File: src/rtl/serial_port_consts.svh
// constants for the dual-link serial register port
`ifndef SERIAL_PORT_CONSTS_SVH
`define SERIAL_PORT_CONSTS_SVH

// pin positions inside the synchroniser vectors
`define PIN_SCLK 0
`define PIN_MOSI 1
`define PIN_SEL 2
`define PIN_SCL 3
`define PIN_SDA 4
`define PIN_IFS 5
`define PIN_COUNT 6

// spi frame layout: 7 address bits, 1 direction bit, 8 data bits
`define SPI_FRAME_BITS 5'h10
`define SPI_ADDR_DONE 5'h07
`define SPI_DATA_START 5'h08
`define SPI_LAST_BIT 5'h0f

// i2c byte length and own 7-bit slave address
`define I2C_BYTE_BITS 4'h8
`define I2C_OWN_ADDR 7'h2d

// core clocks after reset before the strap level is trusted
`define STRAP_WAIT 3'h5

// write request buffer depth and word width (register address + data)
`define REQ_FIFO_DEPTH 4
`define REQ_WORD_BITS 16

`endif

File: src/rtl/serial_port_pkg.sv
// types shared by the dual-link serial register port
package serial_port_pkg;

   // link picked by the strap pin
   typedef enum logic {MODE_I2C, MODE_SPI} port_mode_e;

   // i2c slave sequencing
   typedef enum logic [2:0] {I2C_IDLE, I2C_RECV, I2C_ACK, I2C_SEND, I2C_MACK} i2c_state_e;

   // complete state of the port
   typedef struct packed {
      logic [5:0] sync1;     // first synchroniser stage
      logic [5:0] sync2;     // second stage
      logic [5:0] sync3;     // third stage
      logic [5:0] filt;      // agreed pin level
      logic [5:0] prev;      // agreed level one cycle back
      logic [2:0] strapCnt;  // settle counter for the strap
      logic modeValid;       // strap captured
      port_mode_e mode;      // captured link
      logic [4:0] spiCnt;    // rising sclk edges in frame
      logic [15:0] spiShift; // incoming frame bits
      logic spiRead;         // frame is a read
      logic [7:0] spiOut;    // outgoing read data
      logic misoBit;         // level driven on miso
      logic spiOverrun;      // write lost to a full buffer
      i2c_state_e i2cSt;     // i2c sequencer state
      logic [1:0] phase;     // byte index inside transaction
      logic [3:0] bitCnt;    // bit index inside byte
      logic [7:0] shift;     // i2c byte shifter
      logic isRead;          // addressed for reading
      logic sdaLow;          // pulling sda low
      logic [7:0] rdAddr;    // selected register
   } port_state_s;

endpackage : serial_port_pkg

File: src/rtl/dual_serial_host_register_port.sv
// spi or i2c slave port turning an external master's transfers into register requests
// Contract
// - strap pin picks link once after reset
// - one register per transfer, no increment
// - spi frame: 7 address, direction, 8 data
// - direction one writes, zero reads
// - miso floats unselected, else low except data
// - spi fields shift most significant first
// - select high resets spi shift logic
// - capture on sclk rise, change on fall
// - sda change during scl high aborts
// - detect start and stop conditions
// - repeated start opens new addressed phase
// - eight bits msb first, ninth clock acknowledges
// - answer to slave address 2dh
// - acknowledge only own address, bit picks direction
// - write: address, register, data, all acknowledged; data gets a nack while the buffer is full
// - read: register, restart, one byte out
// - transfers only once soft start done
`timescale 1ns/10ps
`include "serial_port_consts.svh"
module dual_serial_host_register_port #(
   parameter int FIFO_DEPTH = `REQ_FIFO_DEPTH // write request buffer depth
) (
   input wire logic core_clk,                 // system clock, 100 mhz
   input wire logic arst_n,                   // asynchronous reset, active low
   input wire logic ifSelect,                 // interface strap pin
   input wire logic portEnable,               // high after soft start
   input wire logic sclk,                     // spi clock from master
   input wire logic mosi,                     // spi data from master
   input wire logic spiSelectN,               // spi slave select, active low
   output logic misoOut,                      // spi data to master
   output logic misoOeN,                      // miso driven while low
   input wire logic scl,                      // i2c clock from master
   input wire logic sdaIn,                    // i2c data wire level
   output logic sdaOut,                       // i2c data drive value
   output logic sdaOeN,                       // sda pulled while low
   output logic [7:0] rdAddr,                 // register being read
   input wire logic [7:0] rdData,             // contents of rdAddr
   output logic reqValid,                     // write request waiting
   input wire logic reqReady,                 // register file takes it
   output logic [7:0] reqAddr,                // write request address
   output logic [7:0] reqData,                // write request data
   output logic spiOverrun,                   // spi write lost, one cycle
   output serial_port_pkg::port_mode_e ifMode // captured link
);
   import serial_port_pkg::*;

   port_state_s st;      // registered state
   port_state_s next_st; // next state

   logic [`PIN_COUNT-1:0] pins;         // raw pin vector
   logic spiOn;                         // spi link live
   logic i2cOn;                         // i2c link live
   logic sclkRise;                      // sclk rising edge
   logic sclkFall;                      // sclk falling edge
   logic sclRise;                       // scl rising edge
   logic sclFall;                       // scl falling edge
   logic startCond;                     // sda falls while scl high
   logic stopCond;                      // sda rises while scl high
   logic push;                          // write request into buffer
   logic [`REQ_WORD_BITS-1:0] pushWord; // request word offered
   logic fifoInReady;                   // buffer has room
   logic [`REQ_WORD_BITS-1:0] fifoOut;  // oldest request

   // true when an i2c byte carries our own address
   function automatic logic ownAddress(input logic [7:0] b);
      ownAddress = (b[7:1] == `I2C_OWN_ADDR);
   endfunction : ownAddress

   // gather the pins that come from outside this clock
   assign pins = {ifSelect, sdaIn, scl, spiSelectN, mosi, sclk};

   // link gating by strap and soft start
   assign spiOn = st.modeValid && st.mode == MODE_SPI && portEnable;
   assign i2cOn = st.modeValid && st.mode == MODE_I2C && portEnable;

   // edges of the agreed pin levels
   assign sclkRise = st.filt[`PIN_SCLK] && !st.prev[`PIN_SCLK];
   assign sclkFall = !st.filt[`PIN_SCLK] && st.prev[`PIN_SCLK];
   assign sclRise = st.filt[`PIN_SCL] && !st.prev[`PIN_SCL];
   assign sclFall = !st.filt[`PIN_SCL] && st.prev[`PIN_SCL];

   // start and stop need scl high both before and now
   assign startCond = st.filt[`PIN_SCL] && st.prev[`PIN_SCL]
      && st.prev[`PIN_SDA] && !st.filt[`PIN_SDA];
   assign stopCond = st.filt[`PIN_SCL] && st.prev[`PIN_SCL]
      && !st.prev[`PIN_SDA] && st.filt[`PIN_SDA];

   // pin drivers: sda value tied low, the rest from flops except the miso enable
   assign misoOut = st.misoBit;
   assign misoOeN = !(spiOn && !st.filt[`PIN_SEL]);
   assign sdaOut = 1'b0;
   assign sdaOeN = !st.sdaLow;
   assign rdAddr = st.rdAddr;
   assign spiOverrun = st.spiOverrun;
   assign ifMode = st.mode;
   assign reqAddr = fifoOut[15:8];
   assign reqData = fifoOut[7:0];

   // next-state logic for synchronisers, strap, spi and i2c
   always_comb begin
      next_st = st;
      push = 1'b0;
      pushWord = '0;
      next_st.spiOverrun = 1'b0;

      // three-stage synchroniser; a level counts once stages two and three agree
      next_st.sync1 = pins;
      next_st.sync2 = st.sync1;
      next_st.sync3 = st.sync2;
      next_st.prev = st.filt;
      for (int i = 0; i < `PIN_COUNT; i++) begin
         if (st.sync2[i] == st.sync3[i]) begin
            next_st.filt[i] = st.sync3[i];
         end
      end

      // strap is caught once after the chain settles, then frozen
      if (!st.modeValid) begin
         if (st.strapCnt == `STRAP_WAIT) begin
            next_st.modeValid = 1'b1;
            next_st.mode = st.filt[`PIN_IFS] ? MODE_SPI : MODE_I2C;
         end else begin
            next_st.strapCnt = st.strapCnt + 1'b1;
         end
      end

      // a frame cut short by select leaves nothing behind but rdAddr
      // spi slave: select high holds the frame logic in reset
      if (!spiOn || st.filt[`PIN_SEL]) begin
         next_st.spiCnt = '0;
         next_st.misoBit = 1'b0;
         next_st.spiRead = 1'b0;
      end else begin
         // capture on rising sclk, extra clocks past the frame are ignored
         if (sclkRise && st.spiCnt != `SPI_FRAME_BITS) begin
            next_st.spiShift = {st.spiShift[14:0], st.filt[`PIN_MOSI]};
            next_st.spiCnt = st.spiCnt + 1'b1;
            if (st.spiCnt == `SPI_ADDR_DONE) begin
               // eighth bit is the direction, zero reads
               next_st.spiRead = !st.filt[`PIN_MOSI];
               next_st.rdAddr = {1'b0, st.spiShift[6:0]};
            end
            if (st.spiCnt == `SPI_LAST_BIT && !st.spiRead) begin
               // last bit of a write frame completes one register write
               if (fifoInReady) begin
                  push = 1'b1;
                  pushWord = {1'b0, st.spiShift[14:8], st.spiShift[6:0], st.filt[`PIN_MOSI]};
               end else begin
                  next_st.spiOverrun = 1'b1;
               end
            end
         end
         // change miso on falling sclk during the read data phase
         if (sclkFall && st.spiRead) begin
            if (st.spiCnt == `SPI_DATA_START) begin
               next_st.misoBit = rdData[7];
               next_st.spiOut = {rdData[6:0], 1'b0};
            end else if (st.spiCnt > `SPI_DATA_START) begin
               // zero shifts in, so miso returns low after bit zero
               next_st.misoBit = st.spiOut[7];
               next_st.spiOut = {st.spiOut[6:0], 1'b0};
            end
         end
      end

      // i2c slave
      // sda is only ever pulled low; a released wire rests on its pull-up
      if (!i2cOn || stopCond) begin
         // stop or sda rising during scl high ends the transaction
         next_st.i2cSt = I2C_IDLE;
         next_st.sdaLow = 1'b0;
      end else if (startCond) begin
         // a start, first or repeated, opens a new address phase
         next_st.i2cSt = I2C_RECV;
         next_st.bitCnt = '0;
         next_st.phase = '0;
         next_st.sdaLow = 1'b0;
      end else begin
         case (st.i2cSt)
            I2C_RECV: begin
               if (sclRise && st.bitCnt != `I2C_BYTE_BITS) begin
                  // sample in the high half, msb first
                  next_st.shift = {st.shift[6:0], st.filt[`PIN_SDA]};
                  next_st.bitCnt = st.bitCnt + 1'b1;
               end else if (sclFall && st.bitCnt == `I2C_BYTE_BITS) begin
                  next_st.i2cSt = I2C_ACK;
                  case (st.phase)
                     2'h0: begin
                        // slave address byte
                        if (ownAddress(st.shift)) begin
                           next_st.sdaLow = 1'b1;
                           next_st.isRead = st.shift[0];
                        end else begin
                           next_st.i2cSt = I2C_IDLE;
                        end
                     end
                     2'h1: begin
                        // register address byte, held for a later read
                        next_st.rdAddr = st.shift;
                        next_st.sdaLow = 1'b1;
                     end
                     2'h2: begin
                        // data byte; a full buffer refuses it with a nack
                        if (fifoInReady) begin
                           push = 1'b1;
                           pushWord = {st.rdAddr, st.shift};
                           next_st.sdaLow = 1'b1;
                        end else begin
                           next_st.i2cSt = I2C_IDLE;
                        end
                     end
                     default: begin
                        // no auto-increment: further bytes get a nack
                        next_st.i2cSt = I2C_IDLE;
                     end
                  endcase
               end
            end
            I2C_ACK: begin
               // hold sda low through the ninth clock, release on its fall
               if (sclFall) begin
                  next_st.sdaLow = 1'b0;
                  next_st.bitCnt = '0;
                  if (st.isRead && st.phase == 2'h0) begin
                     // become transmitter, first bit out now
                     next_st.i2cSt = I2C_SEND;
                     next_st.sdaLow = !rdData[7];
                     next_st.shift = {rdData[6:0], 1'b0};
                     next_st.bitCnt = 4'h1;
                  end else begin
                     next_st.i2cSt = I2C_RECV;
                     next_st.phase = st.phase + 1'b1;
                  end
               end
            end
            I2C_SEND: begin
               // new bit on each scl fall, release for the master's ack
               if (sclFall) begin
                  if (st.bitCnt == `I2C_BYTE_BITS) begin
                     next_st.sdaLow = 1'b0;
                     next_st.i2cSt = I2C_MACK;
                  end else begin
                     next_st.sdaLow = !st.shift[7];
                     next_st.shift = {st.shift[6:0], 1'b0};
                     next_st.bitCnt = st.bitCnt + 1'b1;
                  end
               end
            end
            I2C_MACK: begin
               // one byte per read; ack or nack, wait for the stop
               if (sclRise) begin
                  next_st.i2cSt = I2C_IDLE;
               end
            end
            default: begin
               // idle waits for a start
               next_st.sdaLow = 1'b0;
            end
         endcase
      end
   end

   // state register
   always_ff @(posedge core_clk or negedge arst_n) begin
      if (!arst_n) begin
         st <= '0;
      end else begin
         st <= next_st;
      end
   end

   // write request buffer; a full buffer stalls i2c with a nack
   req_fifo #(
      .WIDTH(`REQ_WORD_BITS),
      .DEPTH(FIFO_DEPTH)
   ) u_req_fifo (
      .core_clk(core_clk),
      .arst_n(arst_n),
      .inValid(push),
      .inReady(fifoInReady),
      .inData(pushWord),
      .outValid(reqValid),
      .outReady(reqReady),
      .outData(fifoOut)
   );
endmodule : dual_serial_host_register_port

File: src/rtl/req_fifo.sv
// small first-in first-out buffer for register write requests
`timescale 1ns/10ps
`include "serial_port_consts.svh"
module req_fifo #(
   parameter int WIDTH = `REQ_WORD_BITS,  // word width
   parameter int DEPTH = `REQ_FIFO_DEPTH  // words held
) (
   input wire logic core_clk,             // system clock
   input wire logic arst_n,               // asynchronous reset, active low
   input wire logic inValid,              // writer offers a word
   output logic inReady,                  // room for a word
   input wire logic [WIDTH-1:0] inData,   // offered word
   output logic outValid,                 // a word is waiting
   input wire logic outReady,             // reader takes the word
   output logic [WIDTH-1:0] outData       // oldest word
);
   localparam int AW = (DEPTH > 1) ? $clog2(DEPTH) : 1;

   // refuse depths the pointer wrap cannot serve
   if (DEPTH < 2 || (DEPTH & (DEPTH - 1)) != 0 || WIDTH < 1) begin : g_bad
      $error("req_fifo depth must be a power of two of at least 2");
   end

   typedef struct packed {
      logic [DEPTH-1:0][WIDTH-1:0] mem; // stored words
      logic [AW-1:0] wrPtr;             // next free slot
      logic [AW-1:0] rdPtr;             // oldest slot
      logic [AW:0] count;               // words held
   } fifo_state_s;

   fifo_state_s st;      // registered state
   fifo_state_s next_st; // next state
   logic doPush;         // word enters
   logic doPop;          // word leaves

   // honest full and empty straight from the count
   assign inReady = (st.count != (AW + 1)'(DEPTH));
   assign outValid = (st.count != '0);
   assign outData = st.mem[st.rdPtr];

   // pointer and count update
   always_comb begin
      next_st = st;
      doPush = inValid && inReady;
      doPop = outValid && outReady;
      if (doPush) begin
         next_st.mem[st.wrPtr] = inData;
         next_st.wrPtr = st.wrPtr + 1'b1;
      end
      if (doPop) begin
         next_st.rdPtr = st.rdPtr + 1'b1;
      end
      if (doPush && !doPop) begin
         next_st.count = st.count + 1'b1;
      end else if (doPop && !doPush) begin
         next_st.count = st.count - 1'b1;
      end
   end

   // state register
   always_ff @(posedge core_clk or negedge arst_n) begin
      if (!arst_n) begin
         st <= '0;
      end else begin
         st <= next_st;
      end
   end

endmodule : req_fifo

File: config.mk
export PLATFORM = sky130hd
export DESIGN_NAME = dual_serial_host_register_port
export DESIGN_NICKNAME = d
export VERILOG_FILES = /design/src/rtl/serial_port_pkg.sv /design/src/rtl/dual_serial_host_register_port.sv /design/src/rtl/req_fifo.sv
export VERILOG_INCLUDE_DIRS = /design/src /design/src/rtl
export SDC_FILE = /design/constraint.sdc
export NUM_CORES = 1
export LEC_CHECK = 0
export BUFFER_PORTS_ARGS = -buffer_cell sky130_fd_sc_hd__clkbuf_2
export CORE_MARGIN = 2
export CORE_UTILIZATION = 60
export CTS_BUF_LIST = sky130_fd_sc_hd__clkbuf_2
export DETAILED_ROUTE_END_ITERATION = 6
export GPL_ROUTABILITY_DRIVEN = 0
export GPL_TIMING_DRIVEN = 0
export PLACE_DENSITY_LB_ADDON = 0.05
export RECOVER_POWER = 100
export SYNTH_ARGS = -nofsm -noshare
export SYNTH_HDL_FRONTEND = slang
export SYNTH_SLANG_ARGS = --single-unit
File: constraint.sdc
create_clock -name core_clk -period 5.85 [get_ports core_clk]
set_input_delay 0.585 -clock core_clk [delete_from_list [all_inputs] [get_ports core_clk]]
set_output_delay 0.585 -clock core_clk [all_outputs]
set_load 0.005 [all_outputs]
==> metrics.txt <==
Yosys warnings 0; Clock Path Buffers 2; setup violators final 0; DP Wirelength 10.69 mm; num rows 40; async set-or-reset flop fraction in the synthesized netlist 100.0%; Clock Sinks 160; vias per cell 6.003; port bufs 47; CP Capture Type register; CP Class register to register; maximum vdd drop 0.2031 mV; TritonCTS Buffers 17; core area 12010 sq um; GR met1 Demand/Resource 33.39%; Distinct cells, synth 59; Fin. Hold Viols 0; number of H-tree levels 4; die area 13160 sq um; Top FF cell, synth dfrtp_1; Total Wirelength 15.25 mm; Initial Util 61.22%; vias in the first global route 4867; total track usage 24.74%; antenna diode count 0; Slew HR -151.4%; DR iter-0 viols 345; critical path startpoint category register; Seq. cell area 4004 sq um; slowest stage delay, CP 0.93 ns; Synthesized Nets 598; layout cell share with drive strength beyond 1 21.23%; Max Cap Viol 1; DRC 0; cell area after layout 8108 sq um; Layout Nets 672; Worst-Margin Slew 3.771 ns; antenna violations before repair 0; period utilization 69.37%; synthesis-to-layout area growth 10.26%; Total Neg Setup Slack 0 ns; flops & latches, synth 160; Final Util 67.50%; Hold Slack 0.1146 ns; Hold WC Path Type input port to register; Root Buffer clkbuf_2; worst skew pair latency 0.71 ns; Leak 3.801 nW; post-layout min period 4.058 ns; Inst Count DP 758; # IOs 49; Layout Skew 0.02786 ns; grt ovf 0; Clock transition at path regs 0.21 ns; fmax 0.2464 GHz; Critical Path Fanout Max 10; Data arrival, critical path 4.70 ns; first-pass GRT wire length 24.98 mm; CP top delay family simple AND/OR/NAND/NOR gates; RSZ-0062 raised after global routing false; TritonRoute pass-1 iters 4; Area after DPL 7809 sq um; required time of the critical path 6.49 ns; multi-input logic area 2985 sq um; met3 Use GR 5.400%; number of buffers and inverters on the critical path 2; CP most frequent cell xor2_1; PD cells 269.5 nW/um^2; Via Count 4784; met2 GRT Util 40.83%; fillers 894; EDFF count, synth 0; slowest library cell on the worst path nor3_1; Syn Inst Count 563; failing checks max-capacitance violations, max-slew violations; final non-filler cell total 797; Slew Viols, Final 69; CTS tree done; # Post-CTS Setup Buffers 0; Seq/Total Area, Yosys 54.45%; status complete, but fails checks; Die X 114.7 um; GRT busiest layer met2; critical-path cell list nand4b_1, nor3_1, and4b_1, clkbuf_1, or2_2, ha_1, inv_1, fa_1, xor2_1, nor2_1, xor2_1; die span in y 114.7 um; largest net degree at the start of global routing 93; Final ANT Viol Nets 0; Mapped Avg Cell Area 13.06 sq um; post-synthesis cell area 7353 sq um; WL/cell 19.13 um
==> layer usage <==
layer,part of all wire [%],up-vias
met5,0,-
met3,3.7,12
met2,49,101
li1,-,2245
met1,45,2426
met4,1.5,0
==> power breakdown <==
| part | leakage [nW] | internal (mW) | switching [mW] |
|---|---|---|---|
| Sequential | 2.12 | 1.15 | 0.0372 |
| Clock | 0.198 | 0.409 | 0.389 |
| Combinational | 1.49 | 0.0841 | 0.119 |
==> path summary, 6_finish.rpt <==
check / to / slack, ns / from / cells after the start
max: u_req_fifo.st[2]$_DFFE_PN0P_ / 1.79 / next_st[66]$_DFFE_PN0N_ / 11
min: st[30]$_DFFE_PN0P_ / 0.11 / rdData[0] / 3
max reg2reg: u_req_fifo.st[2]$_DFFE_PN0P_ / 1.79 / next_st[66]$_DFFE_PN0N_ / 11
min reg2reg: next_st[76]$_DFF_PN0_ / 0.38 / next_st[82]$_DFF_PN0_ / 0
max in group asynchronous: st[50]$_DFFE_PN0P_ / 2.06 / arst_n / 2
min in group asynchronous: u_req_fifo.st[15]$_DFFE_PN0P_ / 1.69 / arst_n / 2
==> worst reg2reg max path: cells and delay by family (launching register included) <==
family,cells,cell delay (ns)
buf+inv,2,0.53
flops,1,0.43
xor+xnor,2,0.32
simple gates,5,2.16
fa+ha+maj,2,0.56
==> cells in the final DEF, fill, tap and decap left out, types with 3 or more instances in the layout <==
master         instances
inv_1                 18
o22ai_1                3
dfrtp_1              160
nand2_1               16
mux2_2                29
o21ai_0                8
and4b_1                5
nand2b_1               3
nor3_1                 8
a21oi_1               21
nand4_1                4
a32o_1                11
xor2_1                 5
ha_1                  16
buf_1                  4
clkbuf_2              57
a22o_1                72
maj3_1                 6
xnor2_1                6
nand3_1               10
clkbuf_1              32
clkbuf_4               8
dlygate4sd3_1          7
mux2i_1               19
a22o_4                 4
nor2b_1                5
nand3b_1               4
nand4b_1               3
bufinv_16              7
mux4_2                16
nor2_1                34
nor3b_1                3
==> cell families (layout without fill, tap and decap cells) <==
kind of cell	count (synthesis)	after routing	share of synthesized area [%]
DFF	160	160	54.45
other	1	1	0.05100
and+or+nand+nor	114	114	8.950
muxes	64	64	11.93
AOI/OAI and AO/OA	132	132	15.45
adders and majority gates	23	23	3.811
xor gates and xnor gates	11	11	1.310
buffers and inverters	58	145	4.049
==> through the flow <==
step	setup slack (ns)	power (mW)
floorplan	2.679	1.328
global placement	1.549	1.392
detailed placement	2.266	1.405
CTS	2.014	2.200
global route	1.228	2.282
finish	1.792	2.185
==> state kept, by name (all words and copies together) (netlist names) <==
name           flops
next_st           18
u_req_fifo.st     71
st                60
misoOut            1
spiOverrun         1
ifMode             1
rdAddr             8
==> cells in the mapped netlist (6+ instances only) <==
master | instances | area [sq um]
dfrtp_1 | 160 | 4004
nand3_1 | 10 | 50.05
mux2i_1 | 19 | 190.2
ha_1 | 16 | 200.2
mux4_2 | 16 | 360.4
nor3_1 | 7 | 35.03
a22o_1 | 70 | 613.1
inv_1 | 18 | 67.56
buf_1 | 6 | 22.52
clkbuf_1 | 17 | 63.81
a21oi_1 | 21 | 105.1
mux2_2 | 29 | 326.6
nand2_1 | 16 | 60.06
a32o_1 | 11 | 110.1
buf_4 | 11 | 82.58
a22o_4 | 6 | 105.1
nor2_1 | 34 | 127.6
xnor2_1 | 6 | 52.55
maj3_1 | 6 | 60.06
==> timing repair <==
| action | CTS | global route |
|---|---|---|
| hold buffers | 7 | 0 |
| gates resized for setup | 0 | 0 |
| hold endpoints to repair | 74 | 0 |
==> layout make-up <==
class,count,share of cell area [%]
inverter,18,0.8333
buffer,40,2.407
clock inverter,15,3.241
timing repair buffer,55,3.997
tap,147,2.269
clock buffer,17,1.049
sequential,160,49.38
multi-input combinational,345,36.82
Power figures use the tool's default switching activity.
